[src/gsr_defs.vh]
`ifndef GSR_DEFS_VH
`define GSR_DEFS_VH
`define GSR_ADDR_W 8
`define GSR_OFF_MODE_LO 8'h00
`define GSR_OFF_PIN_STATE 8'h01
`define GSR_OFF_MODE_HI 8'h07
`define GSR_OFF_EDGE_CTRL 8'h08
`define GSR_OFF_REVISION 8'h40
`define GSR_RST_BYTE 8'h00
`define GSR_BIT_FLAG 7
`define GSR_BIT_ENABLE 6
`define GSR_BIT_POLARITY 5
`define GSR_MODE_OPEN_DRAIN 2'b00
`define GSR_MODE_INPUT 2'b01
`define GSR_MODE_PUSH_PULL 2'b10
`define GSR_MODE_RESERVED 2'b11
`define GSR_REV_STEPS 2'd3
`endif

[src/gsr_port.v]
`timescale 1ns/1ps
`default_nettype none
`include "gsr_defs.vh"
module gsr_port #(
  parameter PINS = 8,
  parameter [7:0] REV_MAJOR = 8'h05, // arbitrary value
  parameter [7:0] REV_MINOR = 8'h12  // arbitrary value
) (
  input wire i_clk,
  input wire i_rst_b,
  input wire [7:0] i_addr,
  input wire [7:0] i_wdata,
  input wire i_wr,
  input wire i_rd,
  output reg [7:0] o_rdata,
  input wire [PINS-1:0] i_pin_in,
  output wire [PINS-1:0] o_pin_out,
  output wire [PINS-1:0] o_pin_oe,
  input wire i_edge_input_pin,
  output reg o_irq_b
);
  // revision readout steps
  localparam [1:0] REV_DUMMY = 2'd0;
  localparam [1:0] REV_MSB = 2'd1;
  localparam [1:0] REV_LAST = `GSR_REV_STEPS - 2'd1;
  reg [7:0] pin_level_state_reg;
  reg [7:0] pin_level_state_next;
  reg [15:0] pin_mode_reg;
  reg [15:0] pin_mode_next;
  reg edge_event_flag_reg;
  reg edge_event_flag_next;
  reg edge_irq_enable_reg;
  reg edge_irq_enable_next;
  reg edge_polarity_select_reg;
  reg edge_polarity_select_next;
  reg edge_prev_reg;
  reg edge_seen_reg;
  reg [1:0] rev_step_reg;
  reg [1:0] rev_step_next;
  reg irq_b_next;
  reg [7:0] rdata_next;
  wire sel_pin_state;
  wire sel_mode_lo;
  wire sel_mode_hi;
  wire sel_edge_ctrl;
  wire sel_revision;
  wire wr_pin_state;
  wire wr_mode_lo;
  wire wr_mode_hi;
  wire wr_edge_ctrl;
  wire wr_revision;
  wire rd_revision;
  wire edge_rise;
  wire edge_fall;
  wire edge_hit;
  wire flag_clear;

  function addr_is;
    input [7:0] a;
    input [7:0] off;
    begin
      addr_is = (a == off);
    end
  endfunction

  function [7:0] edge_ctrl_word;
    input f;
    input e;
    input p;
    begin
      edge_ctrl_word = {f, e, p, 5'h00};
    end
  endfunction

  gsr_pin_drv #(.PINS(PINS)) u_drv (
    .i_clk(i_clk),
    .i_rst_b(i_rst_b),
    .i_mode(pin_mode_reg),
    .i_level(pin_level_state_reg),
    .o_pin_out(o_pin_out),
    .o_pin_oe(o_pin_oe)
  );

  // address decode and qualified strobes
  assign sel_pin_state = addr_is(i_addr, `GSR_OFF_PIN_STATE);
  assign sel_mode_lo = addr_is(i_addr, `GSR_OFF_MODE_LO);
  assign sel_mode_hi = addr_is(i_addr, `GSR_OFF_MODE_HI);
  assign sel_edge_ctrl = addr_is(i_addr, `GSR_OFF_EDGE_CTRL);
  assign sel_revision = addr_is(i_addr, `GSR_OFF_REVISION);
  assign wr_pin_state = i_wr & sel_pin_state;
  assign wr_mode_lo = i_wr & sel_mode_lo;
  assign wr_mode_hi = i_wr & sel_mode_hi;
  assign wr_edge_ctrl = i_wr & sel_edge_ctrl;
  assign wr_revision = i_wr & sel_revision;
  assign rd_revision = i_rd & sel_revision;

  // rising when polarity 0, falling when 1
  assign edge_rise = ~edge_prev_reg & i_edge_input_pin;
  assign edge_fall = edge_prev_reg & ~i_edge_input_pin;
  assign edge_hit = edge_seen_reg &
    (edge_polarity_select_reg ? edge_fall : edge_rise);
  assign flag_clear = wr_edge_ctrl & ~i_wdata[`GSR_BIT_FLAG];

  // pin level and mode registers
  always @* begin
    pin_level_state_next = pin_level_state_reg;
    pin_mode_next = pin_mode_reg;
    if (wr_pin_state) begin
      pin_level_state_next = i_wdata;
    end else if (wr_mode_lo) begin
      pin_mode_next[7:0] = i_wdata;
    end else if (wr_mode_hi) begin
      pin_mode_next[15:8] = i_wdata;
    end
  end

  // edge control fields, unused bits dropped
  always @* begin
    edge_irq_enable_next = edge_irq_enable_reg;
    edge_polarity_select_next = edge_polarity_select_reg;
    if (wr_edge_ctrl) begin
      edge_irq_enable_next = i_wdata[`GSR_BIT_ENABLE];
      edge_polarity_select_next = i_wdata[`GSR_BIT_POLARITY];
    end
  end

  // set wins over a same-cycle clear
  always @* begin
    edge_event_flag_next = edge_event_flag_reg;
    if (edge_hit) begin
      edge_event_flag_next = 1'b1;
    end else if (flag_clear) begin
      edge_event_flag_next = 1'b0;
    end
  end

  always @* begin
    irq_b_next = ~((edge_event_flag_reg | edge_hit) & edge_irq_enable_reg);
  end

  // revision sequence: dummy, msb, lsb
  always @* begin
    rev_step_next = rev_step_reg;
    if (wr_revision) begin
      rev_step_next = REV_DUMMY;
    end else if (rd_revision) begin
      case (rev_step_reg)
        REV_DUMMY: rev_step_next = REV_MSB;
        REV_MSB: rev_step_next = REV_LAST;
        default: rev_step_next = REV_DUMMY;
      endcase
    end
  end

  always @(posedge i_clk) begin
    if (!i_rst_b) begin
      pin_level_state_reg <= `GSR_RST_BYTE;
      pin_mode_reg <= {2{`GSR_RST_BYTE}};
    end else begin
      pin_level_state_reg <= pin_level_state_next;
      pin_mode_reg <= pin_mode_next;
    end
  end

  always @(posedge i_clk) begin
    if (!i_rst_b) begin
      edge_event_flag_reg <= 1'b0;
      edge_irq_enable_reg <= 1'b0;
      edge_polarity_select_reg <= 1'b0;
      edge_prev_reg <= 1'b0;
      edge_seen_reg <= 1'b0;
    end else begin
      edge_event_flag_reg <= edge_event_flag_next;
      edge_irq_enable_reg <= edge_irq_enable_next;
      edge_polarity_select_reg <= edge_polarity_select_next;
      edge_prev_reg <= i_edge_input_pin;
      edge_seen_reg <= 1'b1;
    end
  end

  always @(posedge i_clk) begin
    if (!i_rst_b) begin
      rev_step_reg <= REV_DUMMY;
      o_irq_b <= 1'b1;
    end else begin
      rev_step_reg <= rev_step_next;
      o_irq_b <= irq_b_next;
    end
  end

  always @* begin
    rdata_next = 8'h00;
    if (i_addr == `GSR_OFF_PIN_STATE) begin
      rdata_next = i_pin_in;
    end else if (i_addr == `GSR_OFF_MODE_LO) begin
      rdata_next = pin_mode_reg[7:0];
    end else if (i_addr == `GSR_OFF_MODE_HI) begin
      rdata_next = pin_mode_reg[15:8];
    end else if (i_addr == `GSR_OFF_EDGE_CTRL) begin
      rdata_next = edge_ctrl_word(edge_event_flag_reg, edge_irq_enable_reg,
        edge_polarity_select_reg);
    end else if (i_addr == `GSR_OFF_REVISION) begin
      if (rev_step_reg == REV_MSB) begin
        rdata_next = REV_MAJOR;
      end else if (rev_step_reg == REV_LAST) begin
        rdata_next = REV_MINOR;
      end
    end
  end

  always @(posedge i_clk) begin
    if (!i_rst_b) begin
      o_rdata <= 8'h00;
    end else if (i_rd) begin
      o_rdata <= rdata_next;
    end else begin
      o_rdata <= 8'h00;
    end
  end
endmodule // gsr_port
`default_nettype wire

[src/gsr_pin_drv.v]
`timescale 1ns/1ps
`default_nettype none
`include "gsr_defs.vh"
module gsr_pin_drv #(
  parameter PINS = 8
) (
  input wire i_clk,
  input wire i_rst_b,
  input wire [2*PINS-1:0] i_mode,
  input wire [PINS-1:0] i_level,
  output reg [PINS-1:0] o_pin_out,
  output reg [PINS-1:0] o_pin_oe
);
  integer k;
  reg [1:0] m;
  reg [PINS-1:0] out_next;
  reg [PINS-1:0] oe_next;
  always @* begin
    out_next = {PINS{1'b0}};
    oe_next = {PINS{1'b0}};
    m = 2'b00;
    for (k = 0; k < PINS; k = k + 1) begin
      m = i_mode[2*k +: 2];
      case (m)
        `GSR_MODE_OPEN_DRAIN: begin
          out_next[k] = 1'b0;
          oe_next[k] = ~i_level[k];
        end
        `GSR_MODE_PUSH_PULL: begin
          out_next[k] = i_level[k];
          oe_next[k] = 1'b1;
        end
        default: begin
          out_next[k] = 1'b0;
          oe_next[k] = 1'b0;
        end
      endcase
    end
  end
  always @(posedge i_clk) begin
    if (!i_rst_b) begin
      o_pin_out <= {PINS{1'b0}};
      o_pin_oe <= {PINS{1'b0}};
    end else begin
      o_pin_out <= out_next;
      o_pin_oe <= oe_next;
    end
  end
endmodule // gsr_pin_drv
`default_nettype wire

[config.mk]
export PLATFORM = sky130hd
export DESIGN_NAME = gsr_port
export DESIGN_NICKNAME = d
export VERILOG_FILES = /design/src/gsr_port.v /design/src/gsr_pin_drv.v
export VERILOG_INCLUDE_DIRS = /design/src
export SDC_FILE = /design/constraint.sdc
export NUM_CORES = 1
export LEC_CHECK = 0
export BUFFER_PORTS_ARGS = -buffer_cell sky130_fd_sc_hd__buf_4
export CAP_MARGIN = 10
export CORE_MARGIN = 2
export CORE_UTILIZATION = 35
export DETAILED_ROUTE_END_ITERATION = 8
export GPL_TIMING_DRIVEN = 0
export PLACE_DENSITY_LB_ADDON = 0.3
export SYNTH_ARGS = -nofsm -noshare
export SYNTH_HDL_FRONTEND = slang
export SYNTH_SLANG_ARGS = --single-unit
[constraint.sdc]
create_clock -name i_clk -period 1.7 [get_ports i_clk]
set_input_delay 0.085 -clock i_clk [delete_from_list [all_inputs] [get_ports i_clk]]
set_output_delay 0.085 -clock i_clk [all_outputs]
set_load 0.01 [all_outputs]
==> flow_summary.html <==
<table>
<tr><th>Metric</th><th>Value</th></tr>
<tr><th colspan="2">Finish</th></tr>
<tr><td>Number of flip-flops in the largest register</td><td>16</td></tr>
<tr><td>Non-filler cells in the finished layout</td><td>372</td></tr>
<tr><td>Leading cell type in the layout, fill and taps excluded</td><td>dfxtp_1</td></tr>
<tr><td>Area overhead of the layout relative to synthesis</td><td>27.7%</td></tr>
<tr><td>Antenna diode count</td><td>0</td></tr>
<tr><td>Nets@finish</td><td>325</td></tr>
<tr><td>Share of layout cells above drive strength 1</td><td>0.222</td></tr>
<tr><td>Most frequent cells in the layout</td><td>dfxtp_1, buf_4, o21ai_0</td></tr>
<tr><th colspan="2">Timing</th></tr>
<tr><td>Time the worst path needs with I/O delays and setup</td><td>1440 ps</td></tr>
<tr><td>Setup Skew</td><td>~9.4 ps</td></tr>
<tr><td>Final period utilization</td><td>0.849</td></tr>
<tr><td>Relative slew margins</td><td>0.639</td></tr>
<tr><td>Fin worst setup slack</td><td>approximately 260 ps</td></tr>
<tr><td>Peak clock frequency supported by timing</td><td>692 MHz</td></tr>
<tr><td>Final total negative setup slack</td><td>0 ps</td></tr>
<tr><td>Pin slew with the least headroom to its limit</td><td>around 540 ps</td></tr>
<tr><td>Number of max-slew violations in the final report</td><td>0</td></tr>
<tr><td># setup viols final</td><td>0</td></tr>
<tr><td>Final count of hold timing violations</td><td>0</td></tr>
<tr><td>Unrepaired setup endpoints after global routing</td><td>false</td></tr>
<tr><th colspan="2">Detailed routing</th></tr>
<tr><td>DRC violation total after the first TritonRoute iteration</td><td>about 120</td></tr>
<tr><td>DRC violation count after routing</td><td>0</td></tr>
<tr><td>Via/cell ratio</td><td>5.15</td></tr>
<tr><td>Mean routed wirelength per cell</td><td>between 10 and 15 um</td></tr>
<tr><td>Post-detailed-routing wire length</td><td>~5300 um</td></tr>
<tr><td>Number of antenna-violating nets in the routed design</td><td>0</td></tr>
<tr><td>DR pass1 iterations</td><td>4</td></tr>
<tr><td>Via count</td><td>roughly 1,900</td></tr>
<tr><th colspan="2">Power</th></tr>
<tr><td>Leakage power summed over all cells</td><td>0.00108 uW</td></tr>
<tr><td>Worst VDD drop</td><td>a little over 0.0003 V</td></tr>
<tr><td>Design Power</td><td>2230 uW</td></tr>
<tr><td>Power density normalized to cell area</td><td>between 800 and 900 nW/um2</td></tr>
<tr><th colspan="2">Critical path</th></tr>
<tr><td>Data arrival, critical path</td><td>approximately 1700 ps</td></tr>
<tr><td>R2r startpoint</td><td>edge_polarity_select_reg$_SDFFE_PN0P_</td></tr>
<tr><td>Nature of the critical path endpoint</td><td>register</td></tr>
<tr><td>Crit-path slowest cell</td><td>dlygate4sd3_1</td></tr>
<tr><td>Cell family with the largest share of critical-path delay</td><td>buffers and inverters</td></tr>
<tr><td>Flop2flop setup slack</td><td>550 ps</td></tr>
<tr><td>Cell-by-cell trace of the critical path</td><td>dlygate4sd3_1 &gt; buf_4 &gt; clkbuf_1 &gt; clkbuf_2 &gt; nand2_1 &gt; o22ai_1</td></tr>
<tr><td>Worst setup path class</td><td>in2reg</td></tr>
<tr><td>Reg2reg end</td><td>o_irq_b$_SDFF_PN1_</td></tr>
<tr><td>Delay of the slowest cell on the worst path</td><td>between 500 and 600 ps</td></tr>
<tr><td>FF-to-FF path depth</td><td>4</td></tr>
<tr><td>Buffering stage count on the worst path with inverters included</td><td>4</td></tr>
<tr><td>Nature of the critical path startpoint</td><td>input pin</td></tr>
<tr><td>Critical path required time</td><td>1930 ps</td></tr>
<tr><td>Top fanout value on the critical path</td><td>10</td></tr>
<tr><th colspan="2">Flow run</th></tr>
<tr><td>Max-cap violations</td><td>0</td></tr>
<tr><th colspan="2">Placement</th></tr>
<tr><td>Detail Placement HPWL</td><td>approximately 4000 um</td></tr>
<tr><td>Pre-CTS setup slack</td><td>42.2 ps</td></tr>
<tr><td>Number of I/O port buffers</td><td>52</td></tr>
<tr><td>Global placer's final weighted congestion</td><td>0.818</td></tr>
<tr><td>Cells after DPL</td><td>between 300 and 400</td></tr>
<tr><th colspan="2">Hold path</th></tr>
<tr><td>Critical hold path startpoint</td><td>i_pin_in[5]</td></tr>
<tr><td>Class of the tightest hold or removal check</td><td>in2reg</td></tr>
<tr><td>Hold Crit Endpoint</td><td>o_rdata[5]$_SDFF_PN0_</td></tr>
<tr><td>Hold Path Depth</td><td>3</td></tr>
<tr><th colspan="2">Logic synthesis</th></tr>
<tr><td>Number of cells produced by synthesis</td><td>roughly 240</td></tr>
<tr><td>Number of synthesized flops with an enable pin</td><td>0</td></tr>
<tr><td>Ys async rst share</td><td>0</td></tr>
<tr><td>Warnings from Yosys</td><td>0</td></tr>
<tr><td>Synthesized Nets</td><td>264</td></tr>
<tr><td>Unique masters post-synth</td><td>28</td></tr>
<tr><td>Mapped cell area</td><td>2140 um2</td></tr>
<tr><td>Post-synthesis area per instance</td><td>approximately 9 um2</td></tr>
<tr><td>Flops &amp; latches, synth</td><td>56</td></tr>
<tr><td>Proportion of synthesized chip area in sequential cells</td><td>0.524</td></tr>
<tr><td>Most used DFF post-synth</td><td>dfxtp_1</td></tr>
<tr><th colspan="2">Floorplan</th></tr>
<tr><td>Die width</td><td>82.2 um</td></tr>
<tr><td>Core Region</td><td>5920 um2</td></tr>
<tr><td>Die Height</td><td>slightly above 80 um</td></tr>
<tr><td>Boundary Pins</td><td>54</td></tr>
<tr><td>Die Area</td><td>6750 um2</td></tr>
<tr><td>Site Rows</td><td>28</td></tr>
<tr><td>Initial Util</td><td>0.361</td></tr>
<tr><th colspan="2">Global routing</th></tr>
<tr><td>Largest net degree at the start of global routing</td><td>17</td></tr>
<tr><td>Antenna violations before repair</td><td>0</td></tr>
<tr><td>First-pass GRT wire length</td><td>roughly 8100 um</td></tr>
<tr><td>Total grt overflow</td><td>0</td></tr>
<tr><td>Via count of the first global-routing pass</td><td>about 1,700</td></tr>
<tr><td>Total routing resource utilization after global routing</td><td>0.161</td></tr>
<tr><th colspan="2">Status</th></tr>
<tr><td>Result of the run</td><td>completed</td></tr>
<tr><th colspan="2">CTS</th></tr>
<tr><td>CTS root buf</td><td>clkbuf_8</td></tr>
<tr><td>TritonCTS clock tree</td><td>yes</td></tr>
<tr><td>Clock Pin Slew Worst Setup and Hold Paths</td><td>approximately 100 ps</td></tr>
<tr><td>Clock sink count</td><td>between 50 and 60</td></tr>
<tr><td>Cts bufs inserted</td><td>5</td></tr>
<tr><td>CTS Buffer Depth</td><td>2</td></tr>
<tr><td>Skew-Pair Late Insertion Delay</td><td>between 300 and 400 ps</td></tr>
<tr><td>Clock H-tree levels</td><td>2</td></tr>
</table>
==> Yosys cell counts, types with 2 or more instances <==
library cell | instances | share of area
a22oi_1 | 3 | 0.011
a21oi_1 | 6 | 0.014
nand3_1 | 28 | 0.066
or2_2 | 2 | 0.0059
o2bb2ai_1 | 3 | 0.012
buf_2 | 3 | 0.0070
nand3b_1 | 2 | 0.0070
nand2b_1 | 6 | 0.018
o21ai_0 | 34 | 0.080
clkbuf_1 | 6 | 0.011
buf_1 | 2 | 0.0035
dfxtp_1 | 56 | 0.52
nor2b_1 | 11 | 0.032
nand4_1 | 3 | 0.0088
nand2_1 | 17 | 0.030
and4b_1 | 9 | 0.042
nor3b_1 | 9 | 0.032
a211oi_1 | 5 | 0.018
o22ai_1 | 3 | 0.0088
and3_1 | 2 | 0.0059
and2_1 | 6 | 0.018
nor2_1 | 13 | 0.023
==> routing by layer <==
| layer | part of all wire | track usage | up-vias |
|---|---|---|---|
| met3 | 0.041 | 0.0380 | 7 |
| met2 | 0.49 | 0.269 | 39 |
| met1 | 0.46 | 0.208 | 903 |
| li1 | - | - | 967 |
| met4 | 0.014 | 0.0483 | 0 |
| met5 | 0 | 0 | - |
==> where the power goes <==
| group | internal (uW) | leakage [uW] | switching (uW) |
|---|---|---|---|
| registers | 1330 | 0.000455 | 5.46 |
| clock network | 296 | 0.0000424 | 425 |
| logic | 83.2 | 0.000584 | 91.8 |
==> stage by stage <==
step / hold WS [ps] / util / area, um2
5_1_grt: 34.8 / 0.461 / 2730
6_report: 33.2 / 0.461 / 2730
2_1_floorplan: 113 / - / 2140
3_3_place_gp: 234 / 0.443 / 2620
4_1_cts: 32.0 / 0.461 / 2730
3_5_place_dp: 237 / 0.443 / 2620
==> repair_timing <==
action                                 4_1_cts  5_1_grt
gates resized for setup                      0        2
setup endpoints to repair                    0        6
hold buffers                                 2        0
buffers inserted                             0        0
endpoints found under the hold margin        2        0
==> cell families (layout without fill, tap and decap cells) <==
logic type	after synthesis	count (layout)	share of synthesized area
DFF	56	56	0.524
and+or+nand+nor	111	111	0.303
buffers and inverters	12	74	0.0228
AOI/OAI and AO/OA	56	56	0.150
==> layout make-up <==
class / count / area, um2
Buffer: 11 / 47.5
Timing Repair Buffer: 54 / 410
Tap cell: 75 / 93.8
Fill cell: 594 / 3190
Multi-Input combinational cell: 167 / 968
Inverter: 1 / 3.75
Clock inverter: 1 / 8.76
Sequential cell: 56 / 1120
Clock buffer: 7 / 76.3
==> worst max-delay path by stage <==
stage                     depth (start not counted)  startpoint  slack (ps)                                  end
after floorplan                                   6   i_addr[3]         510        pin_mode_reg[13]$_SDFFE_PN0P_
after global placement                            6   i_addr[7]          30  pin_level_state_reg[6]$_SDFFE_PN0P_
after detailed placement                          6   i_addr[7]          40  pin_level_state_reg[5]$_SDFFE_PN0P_
after CTS                                         6     i_rst_b         120         rev_step_reg[0]$_SDFFE_PP0P_
after global routing                              6     i_rst_b         130  pin_level_state_reg[5]$_SDFFE_PN0P_
final                                             6     i_rst_b         260         rev_step_reg[0]$_SDFFE_PP0P_
==> worst register-to-register path: cells and delay by family, from the launching register on <==
kind	cells	cell delay (ps)
AO/OA/AOI/OAI	2	290
AND/OR/NAND/NOR	2	360
flip-flops	1	390
Note: power is estimated with default switching activity, not from simulation.
